## src/pkg/lsil_pkg.sv

```systemverilog
/*
  Shared constants and types for the link status indicator logic:
  register offsets, reset values, LED colours, operating modes, timing.
  Assumes a 125 MHz system clock.
*/
package lsil_pkg;

  typedef enum logic [1:0] {
    COL_OFF,
    COL_GREEN,
    COL_ORANGE,
    COL_RED
  } lsil_colour_t;

  typedef enum logic [1:0] {
    MODE_SELF_RUNNING,
    MODE_HAND_SET,
    MODE_ALIGNMENT,
    MODE_OTHER
  } lsil_mode_t;

  // Register map (byte addresses)
  localparam logic [7:0] REG_CTRL = 8'h00;
  localparam logic [7:0] REG_THR_BASE = 8'h04;
  localparam logic [7:0] REG_HYST = 8'h24;
  localparam logic [7:0] REG_STATUS = 8'h28;
  localparam logic [7:0] REG_REMOTE = 8'h2c;

  // Control fields
  localparam int CTRL_MODE_LSB = 0;
  localparam int CTRL_SHOW_REMOTE = 2;

  // Status fields
  localparam int STAT_BAR_LSB = 0;
  localparam int STAT_LINK = 8;
  localparam int STAT_WARN = 9;
  localparam int STAT_TX_EN = 10;

  // Bargraph layout
  localparam int SEG_COUNT = 8;
  localparam int SEG_FIRST_ORANGE = 2;
  localparam int SEG_FIRST_GREEN = 4;

  // Reset values
  localparam logic [7:0] THR_STEP_RST = 8'h1c;
  localparam logic [7:0] HYST_RST = 8'h04;
  localparam lsil_mode_t MODE_RST = MODE_SELF_RUNNING;

  // Timing
  localparam int CLK_PERIOD_NS = 8;
  localparam int FLASH_HALF_US = 250000;
  localparam int ACT_STRETCH_US = 50000;
  localparam int FLASH_HALF_CYC = FLASH_HALF_US * (1000 / CLK_PERIOD_NS);
  localparam int ACT_STRETCH_CYC = ACT_STRETCH_US * (1000 / CLK_PERIOD_NS);

endpackage

```

## src/rtl/lsil_indicator.sv

```systemverilog
/*
  Status indicator logic of an optical Ethernet transmission unit:
  participant, optical link, link error and wired link LEDs, received
  level bargraph, quality warning output and transmit gating.
  Assumes all inputs synchronous to i_clk and a plain register port.
*/
`timescale 1ns/1ps

// Contract
// - Waiting for fieldbus reconnection, no exchange: participant LED flashes green.
// - Fieldbus communication up and cyclic exchange: participant LED steady green.
// - Identification blink: supply and participant LEDs flash orange in phase.
// - Parameterization or configuration failed: participant LED flashes red.
// - Bus error without controller communication: participant LED steady red.
// - No optical connection or any transmitter deactivated: optical LED dark.
// - Optical link present: green when idle, orange during traffic.
// - Remote missing wired link or remote bar without orange: error LED orange.
// - Own wired link missing or own bar without orange: error LED red.
// - Wired LED dark without link, green idle, orange with traffic.
// - Eight bargraph segments: two red, two orange, four green.
// - Contiguous bar; falling level extinguishes green segments first.
// - Lit green segments mean reserve and an existing optical link.
// - Orange top segment warns; self-running mode keeps transmission on.
// - Hand-set or alignment mode disables transmission at orange level.
// - Orange level in the three modes asserts the quality warning output.
// - Only red lit: link interrupted, no data, warning output asserted.
// - Own level is passed to the remote unit; remote level displayable.
module lsil_indicator #(
  parameter int LEVEL_W = 8,
  parameter int FLASH_HALF_CYC = lsil_pkg::FLASH_HALF_CYC,
  parameter int ACT_STRETCH_CYC = lsil_pkg::ACT_STRETCH_CYC
) (
  input wire logic i_clk,
  input wire logic i_srst,
  input wire logic [7:0] i_addr,
  input wire logic [31:0] i_wr_data,
  input wire logic i_wr_en,
  input wire logic i_rd_en,
  output logic [31:0] o_rd_data,
  input wire logic i_bus_waiting,
  input wire logic i_bus_exchange,
  input wire logic i_bus_cfg_fail,
  input wire logic i_bus_error,
  input wire logic i_ident_blink,
  input wire logic i_tx_disabled,
  input wire logic i_remote_tx_disabled,
  input wire logic i_opt_activity,
  input wire logic i_phy_link,
  input wire logic i_phy_activity,
  input wire logic [LEVEL_W-1:0] i_rx_level,
  input wire logic [7:0] i_remote_level,
  input wire logic i_remote_phy_link,
  output lsil_pkg::lsil_colour_t o_supply_led,
  output lsil_pkg::lsil_colour_t o_participant_led,
  output lsil_pkg::lsil_colour_t o_optical_connection_led,
  output lsil_pkg::lsil_colour_t o_link_error_led,
  output lsil_pkg::lsil_colour_t o_wired_link_led,
  output logic [7:0] o_receive_level_bargraph,
  output logic [7:0] o_level_to_remote,
  output logic o_quality_warning_output,
  output logic o_data_tx_enable
);

  lsil_pkg::lsil_mode_t mode;
  logic show_remote;
  logic [LEVEL_W-1:0] thr [lsil_pkg::SEG_COUNT];
  logic [LEVEL_W-1:0] hyst;
  logic [7:0] bar;
  logic [31:0] flash_cnt;
  logic flash_phase;
  logic [31:0] act_cnt [2];
  logic [1:0] act_seen;

  // Register decode
  wire wr_ctrl = i_wr_en && (i_addr == lsil_pkg::REG_CTRL);
  wire wr_hyst = i_wr_en && (i_addr == lsil_pkg::REG_HYST);
  wire [7:0] thr_off = i_addr - lsil_pkg::REG_THR_BASE;
  wire in_thr = (i_addr >= lsil_pkg::REG_THR_BASE) && (i_addr < lsil_pkg::REG_HYST) && (i_addr[1:0] == 2'b00);
  wire [2:0] thr_idx = thr_off[4:2];
  wire wr_thr = i_wr_en && in_thr;

  // Bargraph state
  wire link_ok = bar[lsil_pkg::SEG_FIRST_ORANGE];
  wire green_lit = bar[lsil_pkg::SEG_FIRST_GREEN];
  wire orange_top = link_ok && !green_lit;
  wire red_only = !link_ok;
  wire remote_link_ok = i_remote_level[lsil_pkg::SEG_FIRST_ORANGE];
  wire warn_mode = (mode != lsil_pkg::MODE_OTHER);
  wire next_warn = (orange_top && warn_mode) || red_only;
  wire next_tx_en = !red_only && (green_lit || (mode == lsil_pkg::MODE_SELF_RUNNING));

  // Segment compare with hysteresis, forced contiguous
  logic [7:0] raw_seg;
  logic [7:0] next_bar;
  for (genvar i = 0; i < lsil_pkg::SEG_COUNT; i++) begin : g_seg
    wire [LEVEL_W:0] lvl_up = {1'b0, i_rx_level} + {1'b0, hyst};
    wire [LEVEL_W:0] thr_ext = {1'b0, thr[i]};
    assign raw_seg[i] = bar[i] ? (lvl_up >= thr_ext) : ({1'b0, i_rx_level} >= thr_ext);
    if (i == 0) begin : g_first
      assign next_bar[i] = raw_seg[i];
    end else begin : g_rest
      assign next_bar[i] = raw_seg[i] && next_bar[i-1];
    end
    wire [LEVEL_W-1:0] thr_rst = LEVEL_W'((i + 1) * lsil_pkg::THR_STEP_RST);
    wire thr_hit = wr_thr && (thr_idx == 3'(i));
    always_ff @(posedge i_clk) begin
      if (i_srst) begin
        thr[i] <= thr_rst;
      end else if (thr_hit) begin
        thr[i] <= i_wr_data[LEVEL_W-1:0];
      end
    end
  end

  // Activity stretchers, optical (0) and wired (1)
  wire [1:0] act_in = {i_phy_activity, i_opt_activity};
  for (genvar a = 0; a < 2; a++) begin : g_act
    always_ff @(posedge i_clk) begin
      if (i_srst) begin
        act_cnt[a] <= 32'h0;
      end else if (act_in[a]) begin
        act_cnt[a] <= 32'(ACT_STRETCH_CYC);
      end else if (act_cnt[a] != 32'h0) begin
        act_cnt[a] <= act_cnt[a] - 32'h1;
      end
    end
    assign act_seen[a] = act_in[a] || (act_cnt[a] != 32'h0);
  end

  // Participant LED priority: red, then orange, then green
  lsil_pkg::lsil_colour_t flash_green;
  lsil_pkg::lsil_colour_t flash_orange;
  lsil_pkg::lsil_colour_t flash_red;
  lsil_pkg::lsil_colour_t next_part;
  lsil_pkg::lsil_colour_t next_supply;
  lsil_pkg::lsil_colour_t next_opt;
  lsil_pkg::lsil_colour_t next_err;
  lsil_pkg::lsil_colour_t next_wired;
  assign flash_green = flash_phase ? lsil_pkg::COL_GREEN : lsil_pkg::COL_OFF;
  assign flash_orange = flash_phase ? lsil_pkg::COL_ORANGE : lsil_pkg::COL_OFF;
  assign flash_red = flash_phase ? lsil_pkg::COL_RED : lsil_pkg::COL_OFF;

  always_comb begin
    if (i_bus_cfg_fail) begin
      next_part = flash_red;
    end else if (i_bus_error) begin
      next_part = lsil_pkg::COL_RED;
    end else if (i_ident_blink) begin
      next_part = flash_orange;
    end else if (i_bus_exchange) begin
      next_part = lsil_pkg::COL_GREEN;
    end else if (i_bus_waiting) begin
      next_part = flash_green;
    end else begin
      next_part = lsil_pkg::COL_OFF;
    end
  end

  assign next_supply = i_ident_blink ? flash_orange : lsil_pkg::COL_GREEN;

  always_comb begin
    if (!link_ok || i_tx_disabled || i_remote_tx_disabled) begin
      next_opt = lsil_pkg::COL_OFF;
    end else if (act_seen[0]) begin
      next_opt = lsil_pkg::COL_ORANGE;
    end else begin
      next_opt = lsil_pkg::COL_GREEN;
    end
  end

  always_comb begin
    if (!i_phy_link || !link_ok) begin
      next_err = lsil_pkg::COL_RED;
    end else if (!i_remote_phy_link || !remote_link_ok) begin
      next_err = lsil_pkg::COL_ORANGE;
    end else begin
      next_err = lsil_pkg::COL_OFF;
    end
  end

  always_comb begin
    if (!i_phy_link) begin
      next_wired = lsil_pkg::COL_OFF;
    end else if (act_seen[1]) begin
      next_wired = lsil_pkg::COL_ORANGE;
    end else begin
      next_wired = lsil_pkg::COL_GREEN;
    end
  end

  // Read mux
  wire sel_ctrl = (i_addr == lsil_pkg::REG_CTRL);
  wire sel_hyst = (i_addr == lsil_pkg::REG_HYST);
  wire sel_status = (i_addr == lsil_pkg::REG_STATUS);
  wire sel_remote = (i_addr == lsil_pkg::REG_REMOTE);
  wire [31:0] ctrl_word = {29'h0, show_remote, mode};
  wire [31:0] status_word = {21'h0, o_data_tx_enable, o_quality_warning_output, link_ok, bar};
  wire [31:0] thr_word = {{(32 - LEVEL_W){1'b0}}, thr[thr_idx]};
  wire [31:0] hyst_word = {{(32 - LEVEL_W){1'b0}}, hyst};
  wire [31:0] remote_word = {24'h0, i_remote_level};
  wire [31:0] next_rd_data =
    sel_ctrl ? ctrl_word :
    in_thr ? thr_word :
    sel_hyst ? hyst_word :
    sel_status ? status_word :
    sel_remote ? remote_word :
    32'h0;
  wire [31:0] rd_word = i_rd_en ? next_rd_data : 32'h0;

  // Control registers
  always_ff @(posedge i_clk) begin
    if (i_srst) begin
      mode <= lsil_pkg::MODE_RST;
    end else if (wr_ctrl) begin
      mode <= lsil_pkg::lsil_mode_t'(i_wr_data[lsil_pkg::CTRL_MODE_LSB +: 2]);
    end
  end

  always_ff @(posedge i_clk) begin
    if (i_srst) begin
      show_remote <= 1'b0;
    end else if (wr_ctrl) begin
      show_remote <= i_wr_data[lsil_pkg::CTRL_SHOW_REMOTE];
    end
  end

  always_ff @(posedge i_clk) begin
    if (i_srst) begin
      hyst <= LEVEL_W'(lsil_pkg::HYST_RST);
    end else if (wr_hyst) begin
      hyst <= i_wr_data[LEVEL_W-1:0];
    end
  end

  // Shared flash timebase
  wire flash_wrap = (flash_cnt >= 32'(FLASH_HALF_CYC - 1));

  always_ff @(posedge i_clk) begin
    if (i_srst || flash_wrap) begin
      flash_cnt <= 32'h0;
    end else begin
      flash_cnt <= flash_cnt + 32'h1;
    end
  end

  always_ff @(posedge i_clk) begin
    if (i_srst) begin
      flash_phase <= 1'b0;
    end else if (flash_wrap) begin
      flash_phase <= ~flash_phase;
    end
  end

  // Output registers
  wire [7:0] next_bargraph = show_remote ? i_remote_level : bar;

  always_ff @(posedge i_clk) begin
    if (i_srst) begin
      bar <= 8'h00;
    end else begin
      bar <= next_bar;
    end
  end

  always_ff @(posedge i_clk) begin
    if (i_srst) begin
      o_rd_data <= 32'h0;
    end else begin
      o_rd_data <= rd_word;
    end
  end

  always_ff @(posedge i_clk) begin
    if (i_srst) begin
      o_supply_led <= lsil_pkg::COL_OFF;
    end else begin
      o_supply_led <= next_supply;
    end
  end

  always_ff @(posedge i_clk) begin
    if (i_srst) begin
      o_participant_led <= lsil_pkg::COL_OFF;
    end else begin
      o_participant_led <= next_part;
    end
  end

  always_ff @(posedge i_clk) begin
    if (i_srst) begin
      o_optical_connection_led <= lsil_pkg::COL_OFF;
    end else begin
      o_optical_connection_led <= next_opt;
    end
  end

  always_ff @(posedge i_clk) begin
    if (i_srst) begin
      o_link_error_led <= lsil_pkg::COL_OFF;
    end else begin
      o_link_error_led <= next_err;
    end
  end

  always_ff @(posedge i_clk) begin
    if (i_srst) begin
      o_wired_link_led <= lsil_pkg::COL_OFF;
    end else begin
      o_wired_link_led <= next_wired;
    end
  end

  always_ff @(posedge i_clk) begin
    if (i_srst) begin
      o_receive_level_bargraph <= 8'h00;
    end else begin
      o_receive_level_bargraph <= next_bargraph;
    end
  end

  always_ff @(posedge i_clk) begin
    if (i_srst) begin
      o_level_to_remote <= 8'h00;
    end else begin
      o_level_to_remote <= bar;
    end
  end

  always_ff @(posedge i_clk) begin
    if (i_srst) begin
      o_quality_warning_output <= 1'b0;
    end else begin
      o_quality_warning_output <= next_warn;
    end
  end

  always_ff @(posedge i_clk) begin
    if (i_srst) begin
      o_data_tx_enable <= 1'b0;
    end else begin
      o_data_tx_enable <= next_tx_en && !i_tx_disabled;
    end
  end

endmodule

```

## config.mk

```make
export PLATFORM = sky130hd
export DESIGN_NAME = lsil_indicator
export DESIGN_NICKNAME = d
export VERILOG_FILES = /design/src/pkg/lsil_pkg.sv /design/src/rtl/lsil_indicator.sv
export SDC_FILE = /design/constraint.sdc
export NUM_CORES = 1
export LEC_CHECK = 0
export ABC_AREA = 1
export BUFFER_PORTS_ARGS = -buffer_cell sky130_fd_sc_hd__buf_2
export CAP_MARGIN = 20
export CORE_MARGIN = 2
export CORE_UTILIZATION = 40
export DETAILED_ROUTE_END_ITERATION = 12
export PLACE_DENSITY_LB_ADDON = 0.15
export REMOVE_ABC_BUFFERS = 1
export SYNTH_ARGS = -nofsm -noshare
export SYNTH_HDL_FRONTEND = slang
export SYNTH_SLANG_ARGS = --single-unit
```

## constraint.sdc

```tcl
create_clock -name i_clk -period 7.45 [get_ports i_clk]
set_clock_uncertainty 0.1 [all_clocks]
set_input_delay 1.49 -clock i_clk [delete_from_list [all_inputs] [get_ports i_clk]]
set_output_delay 1.49 -clock i_clk [all_outputs]
set_load 0.02 [all_outputs]
```

==> out/qor.csv, run 1 <==
stage,metric,value,unit
setup_path,worstSetupPathType,in2reg,
power,clkPwrFrac,39.4,%
power,p_leak,7.14,nW
setup_path,worstSetupStartpointType,input pin,
cts,tritoncts,yes,
setup_path,arrival,4.96,ns
cells_and_area,final_nets,2048,
yosys,synth_xor_area_share,2.70,%
cts,cts_resized,0,
grt,overflow,0,
grt,grt_pass1_wl,59500,microns
yosys,synth_warnings,0,
cts,clock_path_buffers,3,
sta,hold_viol_final,0,
yosys,synth_compound_area_share,11.5,%
cells_and_area,final_common_cell,nand2_1,
yosys,synthFlopType,edfxtp_1,
run,cap_violations,0,
grt,antenna_found_initial,1,
route,drtPass1Iterations,6,
yosys,seq_area_frac_synth,40.5,%
route,drcViolationCount,0,
setup_path,worstPathMaxFanout,9,
route,vias,11694,
yosys,synth_top_family_by_area,simple AND/OR/NAND/NOR gates,
die,fp.dieH,191,microns
cts,holdBufCountCts,0,
power,seqPwrFrac,44.8,%
power,pwr-share-comb,15.8,%
route,wire_per_inst,16.6,microns
yosys,synth-async-reset-ratio,0,%
placed_design,gp_congestion,0.883,
grt,grt_pass1_vias,11057,
yosys,synth-seq-cells,219,
route,ant_nets,0,
outcome,outcome,completed,
power,power_density,194,nW/um^2
die,die_x,191,microns
cells_and_area,drive_gt1_share,10.3,%
sta,rsz0062_at_grt,false,
power,peakVddDrop,163,uV
route,drt-initial-drc-count,924,
cells_and_area,post-route-util,45.5,%
cts,insertion_delay,0.54,ns
die,start_util,40.5,%
grt,grt_max_degree,56,
placed_design,dp_hpwl,28600,microns
cells_and_area,areaGrowthSynthToFinish,12.1,%
sta,relSlewSlack,31.0,%
yosys,synth_enable_flop_cells,128,
cts,cts_setup_buffers,0,
power,power_switching,0.000864,W
setup_path,worstPathRequired,7.82,ns
setup_path,worstSetupEndpointType,flip-flop,
die,die-area,36400,sq um
yosys,synthSimpleGateAreaFrac,23.2,%
yosys,synth.distinct_cells,57,
yosys,synth_area_per_cell,8.07,sq um
sta,period_share,61.6,%
route,wirelength,38200,microns
cts,clkSinkCount,219,
cts,cts_made_buffers,26,
sta,finalSetupTns,0,ns
die,rows,68,
min_path,hold_class,reg2reg,
power,p_int,0.00217,W
sta,finalCriticalPeriod,4.59,ns
sta,setup_viol,0,
sta,fmax,0.218,GHz
cts,h-tree-depth,1,
cts,clock-root-buffer,clkbuf_16,
power,sw_frac_of_total,28.5,%
sta,tightestPinTransition,1.03,ns
cells_and_area,final_cell_mix,"nand2_1, inv_1, nor2_1",
cells_and_area,fill_cells,3461,
die,core_area,34500,sq um
sta,slew_violations,0,
route,routed_via_density,5.07,
cts,clkTransAtPathRegs,0.06,ns
sta,whs,0.327,ns
grt,track_usage,21.0,%
yosys,synthCells,1732,
cells_and_area,multi_input_comb_area,7150,sq um
yosys,synth_area,14000,sq um
cells_and_area,num_antenna_cells,0,
cells_and_area,regArea,5670,sq um
die,io_pins,131,
yosys,synthAdderAreaFrac,13.0,%
yosys,synth_mux_area_share,0,%
placed_design,io_buffers,85,
-- logic make-up after synthesis --
group / Yosys count
compound gates: 295
other cells: 1
buf+inv: 309
fa+ha+maj: 145
flops: 219
simple gates: 720
xor+xnor: 43
-- stage by stage --
stage / area, sq um / setup slack [ns] / std cells / power [W]
global placement: 14900 / 2.34 / 2259 / 0.00185
detailed placement: 14900 / 2.31 / 2259 / 0.00186
floorplan: 13800 / 3.21 / 1710 / 0.00170
CTS: 15700 / 2.86 / 2307 / 0.00307
global route: 15700 / 2.50 / 2307 / 0.00318
finish: 15700 / 2.86 / 2307 / 0.00303
-- layer usage --
layer / routed length [microns] / part of all wire, % / GRT usage (%)
met2: 17400 / 45 / 34.8
met4: 1370 / 3.6 / 7.51
met3: 1690 / 4.4 / 2.20
met5: 0 / 0 / 0
met1: 17800 / 46 / 28.5
-- cell usage after synthesis, types with 2 or more instances --
cell | instances | area [sq um]
xor2_1 | 28 | 245
clkbuf_1 | 19 | 71.3
nand3_1 | 59 | 295
nor3b_1 | 6 | 45.0
nand3_2 | 5 | 50.1
o21ai_0 | 106 | 531
clkinv_1 | 11 | 41.3
nor2_4 | 6 | 67.6
o221ai_1 | 7 | 61.3
nand2_2 | 2 | 12.5
ha_1 | 144 | 1800
a31oi_1 | 9 | 56.3
nor4_1 | 10 | 62.6
xnor2_1 | 15 | 131
o21a_1 | 9 | 67.6
nand4_2 | 2 | 25.0
or2_2 | 20 | 125
a21oi_1 | 136 | 681
and2_1 | 3 | 18.8
edfxtp_1 | 128 | 3840
buf_2 | 6 | 30.0
nor3_2 | 4 | 40.0
buf_4 | 23 | 173
nor2_1 | 235 | 882
a21o_1 | 3 | 22.5
o22ai_1 | 2 | 12.5
or2_1 | 3 | 18.8
o21bai_1 | 5 | 37.5
o31ai_1 | 3 | 22.5
nand4_1 | 44 | 275
o211ai_1 | 6 | 45.0
dfxtp_1 | 91 | 1820
nand2_1 | 263 | 987
inv_1 | 248 | 931
nor2_2 | 10 | 62.6
nor3_1 | 40 | 200
-- worst paths after layout --
| kind | startpoint | to | slack, ns | depth (start not counted) |
|---|---|---|---|---|
| max | i_rx_level[2] | bar[7] | 2.86 | 23 |
| min | o_data_tx_enable | o_rd_data[10] | 0.33 | 2 |
| max reg2reg | hyst[0] | bar[7] | 3.72 | 22 |
| min reg2reg | o_data_tx_enable | o_rd_data[10] | 0.33 | 2 |
-- cell type report --
type                    count  share of cell area (%)
clock inverters            12                   0.527
repair buffers             94                    3.15
flip-flops and latches    219                    36.2
inverters                 260                    6.23
multi-input cells        1231                    45.7
well taps                 455                    3.63
clock buffers              36                    4.63
-- power groups by stage --
stage	registers, W	clock network [W]	logic, W
finish	0.00136	0.00119	0.000479
global route	0.00136	0.00127	0.000548
CTS	0.00136	0.00123	0.000480
detailed placement	0.00138	0	0.000476
global placement	0.00138	0	0.000468
floorplan	0.00138	0	0.000324
-- worst max-delay path, stage by stage --
cell      delay, ns
buf_2          0.23
ha_1           0.40
nand3_1        0.09
nand2_1        0.11
a21oi_1        0.07
o21bai_1       0.19
nand2_1        0.07
nand2_1        0.06
a21oi_1        0.07
xnor2_1        0.75
ha_1           0.24
inv_1          0.04
nor2_1         0.09
nand2_1        0.06
nand3_1        0.06
nor2_1         0.05
nand2_1        0.07
nand3_1        0.10
nor2_2         0.18
nand3_2        0.14
nor2_2         0.16
nand3_1        0.12
nor2_1         0.10
-- state kept, by name, indices dropped and copies added (netlist names), 8 cells and up --
signal	flops
act_cnt	64
thr	64
flash_cnt	32
o_rd_data	11
bar	8
hyst	8
o_level_to_remote	8
o_receive_level_bargraph	8
Note: power is estimated with default switching activity, not from simulation.
==> run 2, diff against run 1 <==
--- a/config.mk
+++ b/config.mk
@@ -5,7 +5,7 @@
 export SDC_FILE = /design/constraint.sdc
 export NUM_CORES = 1
 export LEC_CHECK = 0
-export ABC_AREA = 1
+export ABC_AREA = 0
 export BUFFER_PORTS_ARGS = -buffer_cell sky130_fd_sc_hd__buf_2
 export CAP_MARGIN = 20
 export CORE_MARGIN = 2
==> constraint.sdc (replaced) <==
create_clock -name i_clk -period 4.3 [get_ports i_clk]
set_clock_uncertainty 0.1 [all_clocks]
set_input_delay 0.86 -clock i_clk [delete_from_list [all_inputs] [get_ports i_clk]]
set_output_delay 0.86 -clock i_clk [all_outputs]
set_load 0.02 [all_outputs]
==> out/qor.csv, run 2 <==
stage,metric,value,unit,change
sta,slew_violations,0,,unchanged
placed_design,pre_cts_ws,-0.00851,ns,-2.31 ns
sta,period_share,90.2,%,
cells_and_area,post-route-util,46.4,%,+0.90 points
setup_path,worstPathRequired,4.64,ns,-3.18 ns
cts,clock_path_buffers,3,,unchanged
grt,grt_pass1_wl,55100,microns,-7.4%
placed_design,dp_hpwl,27200,microns,-4.9%
cts,h-tree-depth,1,,unchanged
yosys,synth_enable_flop_cells,128,,unchanged
cells_and_area,areaGrowthSynthToFinish,14.6,%,
route,wirelength,35100,microns,-8.2%
min_path,hold_class,reg2reg,,
grt,grt_pass1_vias,9691,,-12%
die,die_x,185,microns,-3.1%
route,drt-initial-drc-count,568,,-39%
route,ant_nets,0,,unchanged
sta,relSlewSlack,34.5,%,+3.5 points
sta,setup_ws,0.424,ns,-2.44 ns
setup_path,worstSetupEndpointType,flip-flop,,
cells_and_area,top_regs,"act_cnt: 64 flops, thr: 64 flops, flash_cnt: 32 flops",,
setup_path,slowest_delay,0.52,ns,-0.23 ns
route,wire_per_inst,18.7,microns,+13%
power,power_density,352,nW/um^2,+82%
cts,cts_resized,0,,unchanged
power,peakVddDrop,269,uV,+65%
yosys,synth_top_cell_area_share,29.4,%,+1.8 points
sta,fmax,0.258,GHz,
yosys,synth_area_per_cell,10.1,sq um,+25%
cells_and_area,num_antenna_cells,0,,unchanged
placed_design,gp_congestion,0.904,,+2.5%
cts,clock-root-buffer,clkbuf_16,,
grt,track_usage,21.0,%,-0.051 points
route,drcViolationCount,0,,unchanged
yosys,synthFlopType,edfxtp_1,,
setup_path,critPathSlowestCell,dfxtp_1,,
yosys,synth-async-reset-ratio,0,%,unchanged
min_path,whs_path_depth,1,,-1
cts,tritoncts,yes,,
sta,finalSetupTns,0,ns,unchanged
outcome,outcome,completed,,
die,rows,66,,-2.9%
cells_and_area,final_nets,1636,,-20%
setup_path,worstSetupStartpointType,flip-flop,,
cells_and_area,finish.instance_area,15000,sq um,-4.2%
route,routed_via_density,5.26,,+3.8%
yosys,synth_area_leaders,"edfxtp_1, dfxtp_1, ha_1",,
die,die-area,34200,sq um,-6.2%
power,p_leak,6.26,nW,-12%
cells_and_area,final_cell_mix,"nor2_1, ha_1, edfxtp_1",,
setup_path,cp_top_family,simple AND/OR/NAND/NOR gates,,
placed_design,postPlaceCellArea,14200,sq um,-4.6%
setup_path,worstPathMaxFanout,5,,-4
route,vias,9888,,-15%
yosys,synthCells,1299,,-25%
setup_path,critPathBufInv,0,,-2
die,start_util,40.4,%,-0.10 points
yosys,synth-seq-cells,219,,unchanged
grt,overflow,0,,unchanged
die,io_pins,131,,unchanged
die,fp.dieH,185,microns,-3.1%
yosys,synth_top_cell_by_area,edfxtp_1,,
run,cap_violations,0,,unchanged
cells_and_area,final_common_cell,nor2_1,,
setup_path,arrival,4.22,ns,-0.74 ns
cts,cts_made_buffers,25,,-3.8%
yosys,synth.distinct_cells,60,,+5.3%
sta,setup_viol,0,,unchanged
yosys,seq_area_frac_synth,43.3,%,+2.7 points
grt,grt_max_degree,31,,-45%
sta,finalCriticalPeriod,3.88,ns,
setup_path,worstSetupPathType,reg2reg,,
cts,insertion_delay,0.53,ns,about the same
yosys,yosysMostFrequentCell,nor2_1,,
sta,rsz0062_at_grt,false,,
setup_path,path_depth,14,,-39%
cts,clkTransAtPathRegs,0.06,ns,about the same
cts,clkSinkCount,219,,unchanged
sta,whs,0.360,ns,+0.0325 ns
grt,antenna_found_initial,2,,+1
setup_path,reg2reg_depth,14,,-36%
setup_path,cpMostUsedCell,ha_1,,
cells_and_area,drive_gt1_share,12.9,%,+2.6 points
cts,holdBufCountCts,0,,unchanged
yosys,synth_warnings,0,,unchanged
setup_path,path_cells,ha_1 > a21o_1 > a21oi_1 > nor2b_1 > o21a_1 > nor4_1 > nor3_1 > xor2_1 > ha_1 > or4_1 > o32ai_1 > o21ai_0 > nand3_1 > nor4b_1,,
placed_design,io_buffers,85,,unchanged
sta,tightestPinTransition,0.969,ns,-0.0631 ns
route,drtPass1Iterations,5,,-1
sta,hold_viol_final,0,,unchanged
yosys,synth_area,13100,sq um,-6.3%
yosys,synthTopCellsByCount,"nor2_1, ha_1, edfxtp_1",,
cts,cts_setup_buffers,0,,unchanged
die,core_area,32400,sq um,-6.1%
run 2: cell families (layout without fill, tap and decap cells):
logic type               Yosys count  count (layout)  synth area share (%)
flip-flops                       219             219                  43.3
adder cells (fa/ha/maj)          145             145                  13.9
other                              1              28                0.0286
multiplexers                      31              31                  3.90
AO/OA/AOI/OAI                    212             212                  10.6
XOR/XNOR                          81              81                  5.42
buffers and inverters            137             249                  4.54
AND/OR/NAND/NOR                  473             473                  18.4
run 2: area by class of cell:
type,instances,area [sq um]
Timing Repair Buffer,120,688
Fill cell,3103,17400
Clock buffer,33,731
Inverter,84,315
Clock inverter,12,105
Tap cell,442,553
Sequential cell,219,5670
Multi-Input combinational cell,970,6950
run 2: per-stage QoR:
step,std cells,total power [W]
4_1_cts,1880,0.00534
2_1_floorplan,1273,0.00289
3_3_place_gp,1835,0.00318
5_1_grt,1880,0.00552
3_5_place_dp,1835,0.00319
6_report,1880,0.00529
run 2: worst paths after layout:
check	end	slack, ns	from
hold / removal	o_rd_data[10]	0.36	o_data_tx_enable
hold reg to reg	o_rd_data[10]	0.36	o_data_tx_enable
setup reg to reg	bar[5]	0.42	hyst[1]
setup / recovery	bar[5]	0.42	hyst[1]
run 2: where the power goes:
part	internal [W]	leakage [nW]	switching, W
Combinational	0.000314	3.72	0.000462
Sequential	0.00230	2.12	0.0000739
Clock	0.00127	0.420	0.000867
run 2: routing by layer:
layer / up-vias / wire, microns / global-route usage (%)
met3: 61 / 1370 / 2.08
met4: 0 / 1470 / 7.71
met1: 4685 / 16100 / 28.3
met2: 229 / 16100 / 35.0
met5: - / 0 / 0
li1: 4913 / - / -
==> run 3, diff against run 2 <==
--- a/config.mk
+++ b/config.mk
@@ -9,7 +9,7 @@
 export BUFFER_PORTS_ARGS = -buffer_cell sky130_fd_sc_hd__buf_2
 export CAP_MARGIN = 20
 export CORE_MARGIN = 2
-export CORE_UTILIZATION = 40
+export CORE_UTILIZATION = 55
 export DETAILED_ROUTE_END_ITERATION = 12
 export PLACE_DENSITY_LB_ADDON = 0.15
 export REMOVE_ABC_BUFFERS = 1
==> out/qor.csv, run 3 (same netlist as run 2, synthesis figures left out) <==
stage,metric,value,unit,change
placed_design,pre_cts_ws,-0.209,ns,-0.201 ns
cts,cts_setup_buffers,0,,unchanged
cts,insertion_delay,0.54,ns,about the same
setup_path,worstPathMaxFanout,5,,unchanged
sta,relSlewSlack,34.4,%,-0.069 points
die,die-area,25100,sq um,-27%
placed_design,dp_hpwl,25000,microns,-8.0%
setup_path,cp_top_family,compound AO/OA/AOI/OAI gates,,
cts,cts_made_buffers,25,,unchanged
setup_path,r2r_end,bar[5],,
power,power_density,354,nW/um^2,+0.48%
placed_design,postPlaceCellArea,14000,sq um,-1.4%
route,drtPass1Iterations,5,,unchanged
run,cap_violations,0,,unchanged
setup_path,slowest_delay,0.42,ns,-0.10 ns
grt,track_usage,27.1,%,+6.1 points
route,vias,10127,,+2.4%
grt,grt_max_degree,27,,-13%
cts,tritoncts,yes,,
cells_and_area,final_nets,1629,,-0.43%
cells_and_area,drive_gt1_share,12.4,%,-0.50 points
grt,grt_pass1_vias,9615,,-0.78%
route,drt-initial-drc-count,819,,+44%
die,start_util,55.9,%,+15 points
setup_path,worstSetupPathType,reg2reg,,
cells_and_area,multi_input_comb_area,6960,sq um,about the same
setup_path,critPathBufInv,1,,+1
cts,clock-root-buffer,clkbuf_16,,
sta,tightestPinTransition,0.970,ns,+0.00102 ns
cells_and_area,fill_cells,1952,,-37%
route,wire_per_inst,19.1,microns,+2.2%
sta,setup_viol,0,,unchanged
sta,period_share,88.0,%,-2.1 points
cts,holdBufCountCts,0,,unchanged
setup_path,worstPathRequired,4.60,ns,-0.04 ns
sta,finalCriticalPeriod,3.79,ns,-0.0904 ns
route,wirelength,33400,microns,-4.7%
sta,slew_violations,0,,unchanged
cells_and_area,final_common_cell,nor2_1,,
min_path,min_from,o_data_tx_enable,,
die,io_pins,131,,unchanged
die,die_x,158,microns,-14%
cells_and_area,final_cell_mix,"nor2_1, ha_1, edfxtp_1",,
min_path,min_to,o_rd_data[10],,
setup_path,r2r_start,hyst[0],,
sta,rsz0062_at_grt,false,,
sta,setup_ws,0.514,ns,+0.0904 ns
sta,fmax,0.264,GHz,+2.4%
grt,antenna_found_initial,1,,-1
die,rows,56,,-15%
grt,overflow,0,,unchanged
min_path,hold_class,reg2reg,,
cells_and_area,top_regs,"act_cnt: 64 flops, thr: 64 flops, flash_cnt: 32 flops",,
cells_and_area,finish.instance_area,14800,sq um,-1.4%
cts,clkSinkCount,219,,unchanged
setup_path,path_cells,ha_1 > inv_1 > fa_1 > nand2b_1 > a21oi_1 > xor2_1 > ha_1 > a211oi_1 > nor2_1 > or4_1 > o32ai_1 > o21ai_0 > nand3_1 > nor4b_1,,
min_path,whs_path_depth,1,,unchanged
setup_path,arrival,4.09,ns,-0.13 ns
cts,h-tree-depth,1,,unchanged
power,p_leak,6.22,nW,-0.69%
die,core_area,23400,sq um,-28%
cts,cts_resized,0,,unchanged
setup_path,path_depth,14,,unchanged
setup_path,reg2reg_setup_slack,0.51,ns,+0.09 ns
cells_and_area,areaGrowthSynthToFinish,13.0,%,
power,total_power,0.00524,W,-0.93%
cells_and_area,regArea,5670,sq um,unchanged
setup_path,worstSetupStartpointType,flip-flop,,
placed_design,io_buffers,85,,unchanged
outcome,outcome,completed,,
route,routed_via_density,5.78,,+9.9%
setup_path,reg2reg_depth,14,,unchanged
placed_design,gp_congestion,0.989,,+9.4%
setup_path,worstSetupEndpointType,flip-flop,,
power,peakVddDrop,349,uV,+30%
grt,grt_pass1_wl,52100,microns,-5.5%
route,drcViolationCount,0,,unchanged
setup_path,cpMostUsedCell,ha_1,,
route,ant_nets,0,,unchanged
die,fp.dieH,158,microns,-14%
cts,clkTransAtPathRegs,0.06,ns,about the same
cts,clock_path_buffers,3,,unchanged
sta,hold_viol_final,0,,unchanged
setup_path,critPathSlowestCell,dfxtp_1,,
sta,finalSetupTns,0,ns,unchanged
-- run 3: cell count changes in the layout (fill, tap and decap cells not counted), sizes merged --
cell,before,now
inv,87,86
clkinv,8,9
diode,0,1
buf,120,113
clkbuf,33,34
-- run 3: worst max-delay path by stage --
stage                         from             end  slack (ns)
global placement     i_rx_level[1]          bar[5]       -0.11
global route         i_rx_level[1]          bar[5]        0.24
floorplan           act_cnt[0][13]  act_cnt[0][10]        0.30
finish                     hyst[0]          bar[5]        0.51
detailed placement   i_rx_level[1]          bar[5]       -0.21
CTS                  i_rx_level[1]          bar[5]        0.33
-- run 3: per-stage QoR --
| step | instances | hold WS [ns] | utilization [%] |
|---|---|---|---|
| 3_5_place_dp | 1704 | 0.347 | 59.7 |
| 2_1_floorplan | 1273 | 0.330 | - |
| 5_1_grt | 1752 | 0.373 | 63.2 |
| 3_3_place_gp | 1704 | 0.336 | 59.7 |
| 6_report | 1752 | 0.354 | 63.2 |
| 4_1_cts | 1750 | 0.363 | 63.2 |
-- run 3: final cells by class --
type,instances,share of cell area (%)
diodes,1,0.0169
clock buffers,34,4.80
clock inverters,12,0.685
inverters,84,2.13
multi-input cells,970,47.0
flip-flops and latches,219,38.3
well taps,319,2.70
repair buffers,113,4.38
-- run 3: routing by layer --
metal	global-route usage, %	vias up	routed length (microns)
met2	43.8	385	15300
met5	0	-	0
met3	4.16	75	2650
li1	-	4913	-
met4	9.31	0	1190
met1	37.5	4754	14300
-- run 3: worst reg2reg max path, cell delays in order (launching register included) --
cell	delay (ns)
dfxtp_1	0.42
ha_1	0.21
inv_1	0.06
fa_1	0.40
nand2b_1	0.17
a21oi_1	0.29
xor2_1	0.25
ha_1	0.29
a211oi_1	0.22
nor2_1	0.07
or4_1	0.39
o32ai_1	0.20
o21ai_0	0.25
nand3_1	0.24
nor4b_1	0.08
-- run 3: report_power, final --
group	total (W)	leakage (nW)	switching [W]	internal, W
Combinational	0.000760	3.69	0.000451	0.000309
Sequential	0.00239	2.12	0.0000803	0.00230
Clock	0.00209	0.407	0.000868	0.00122
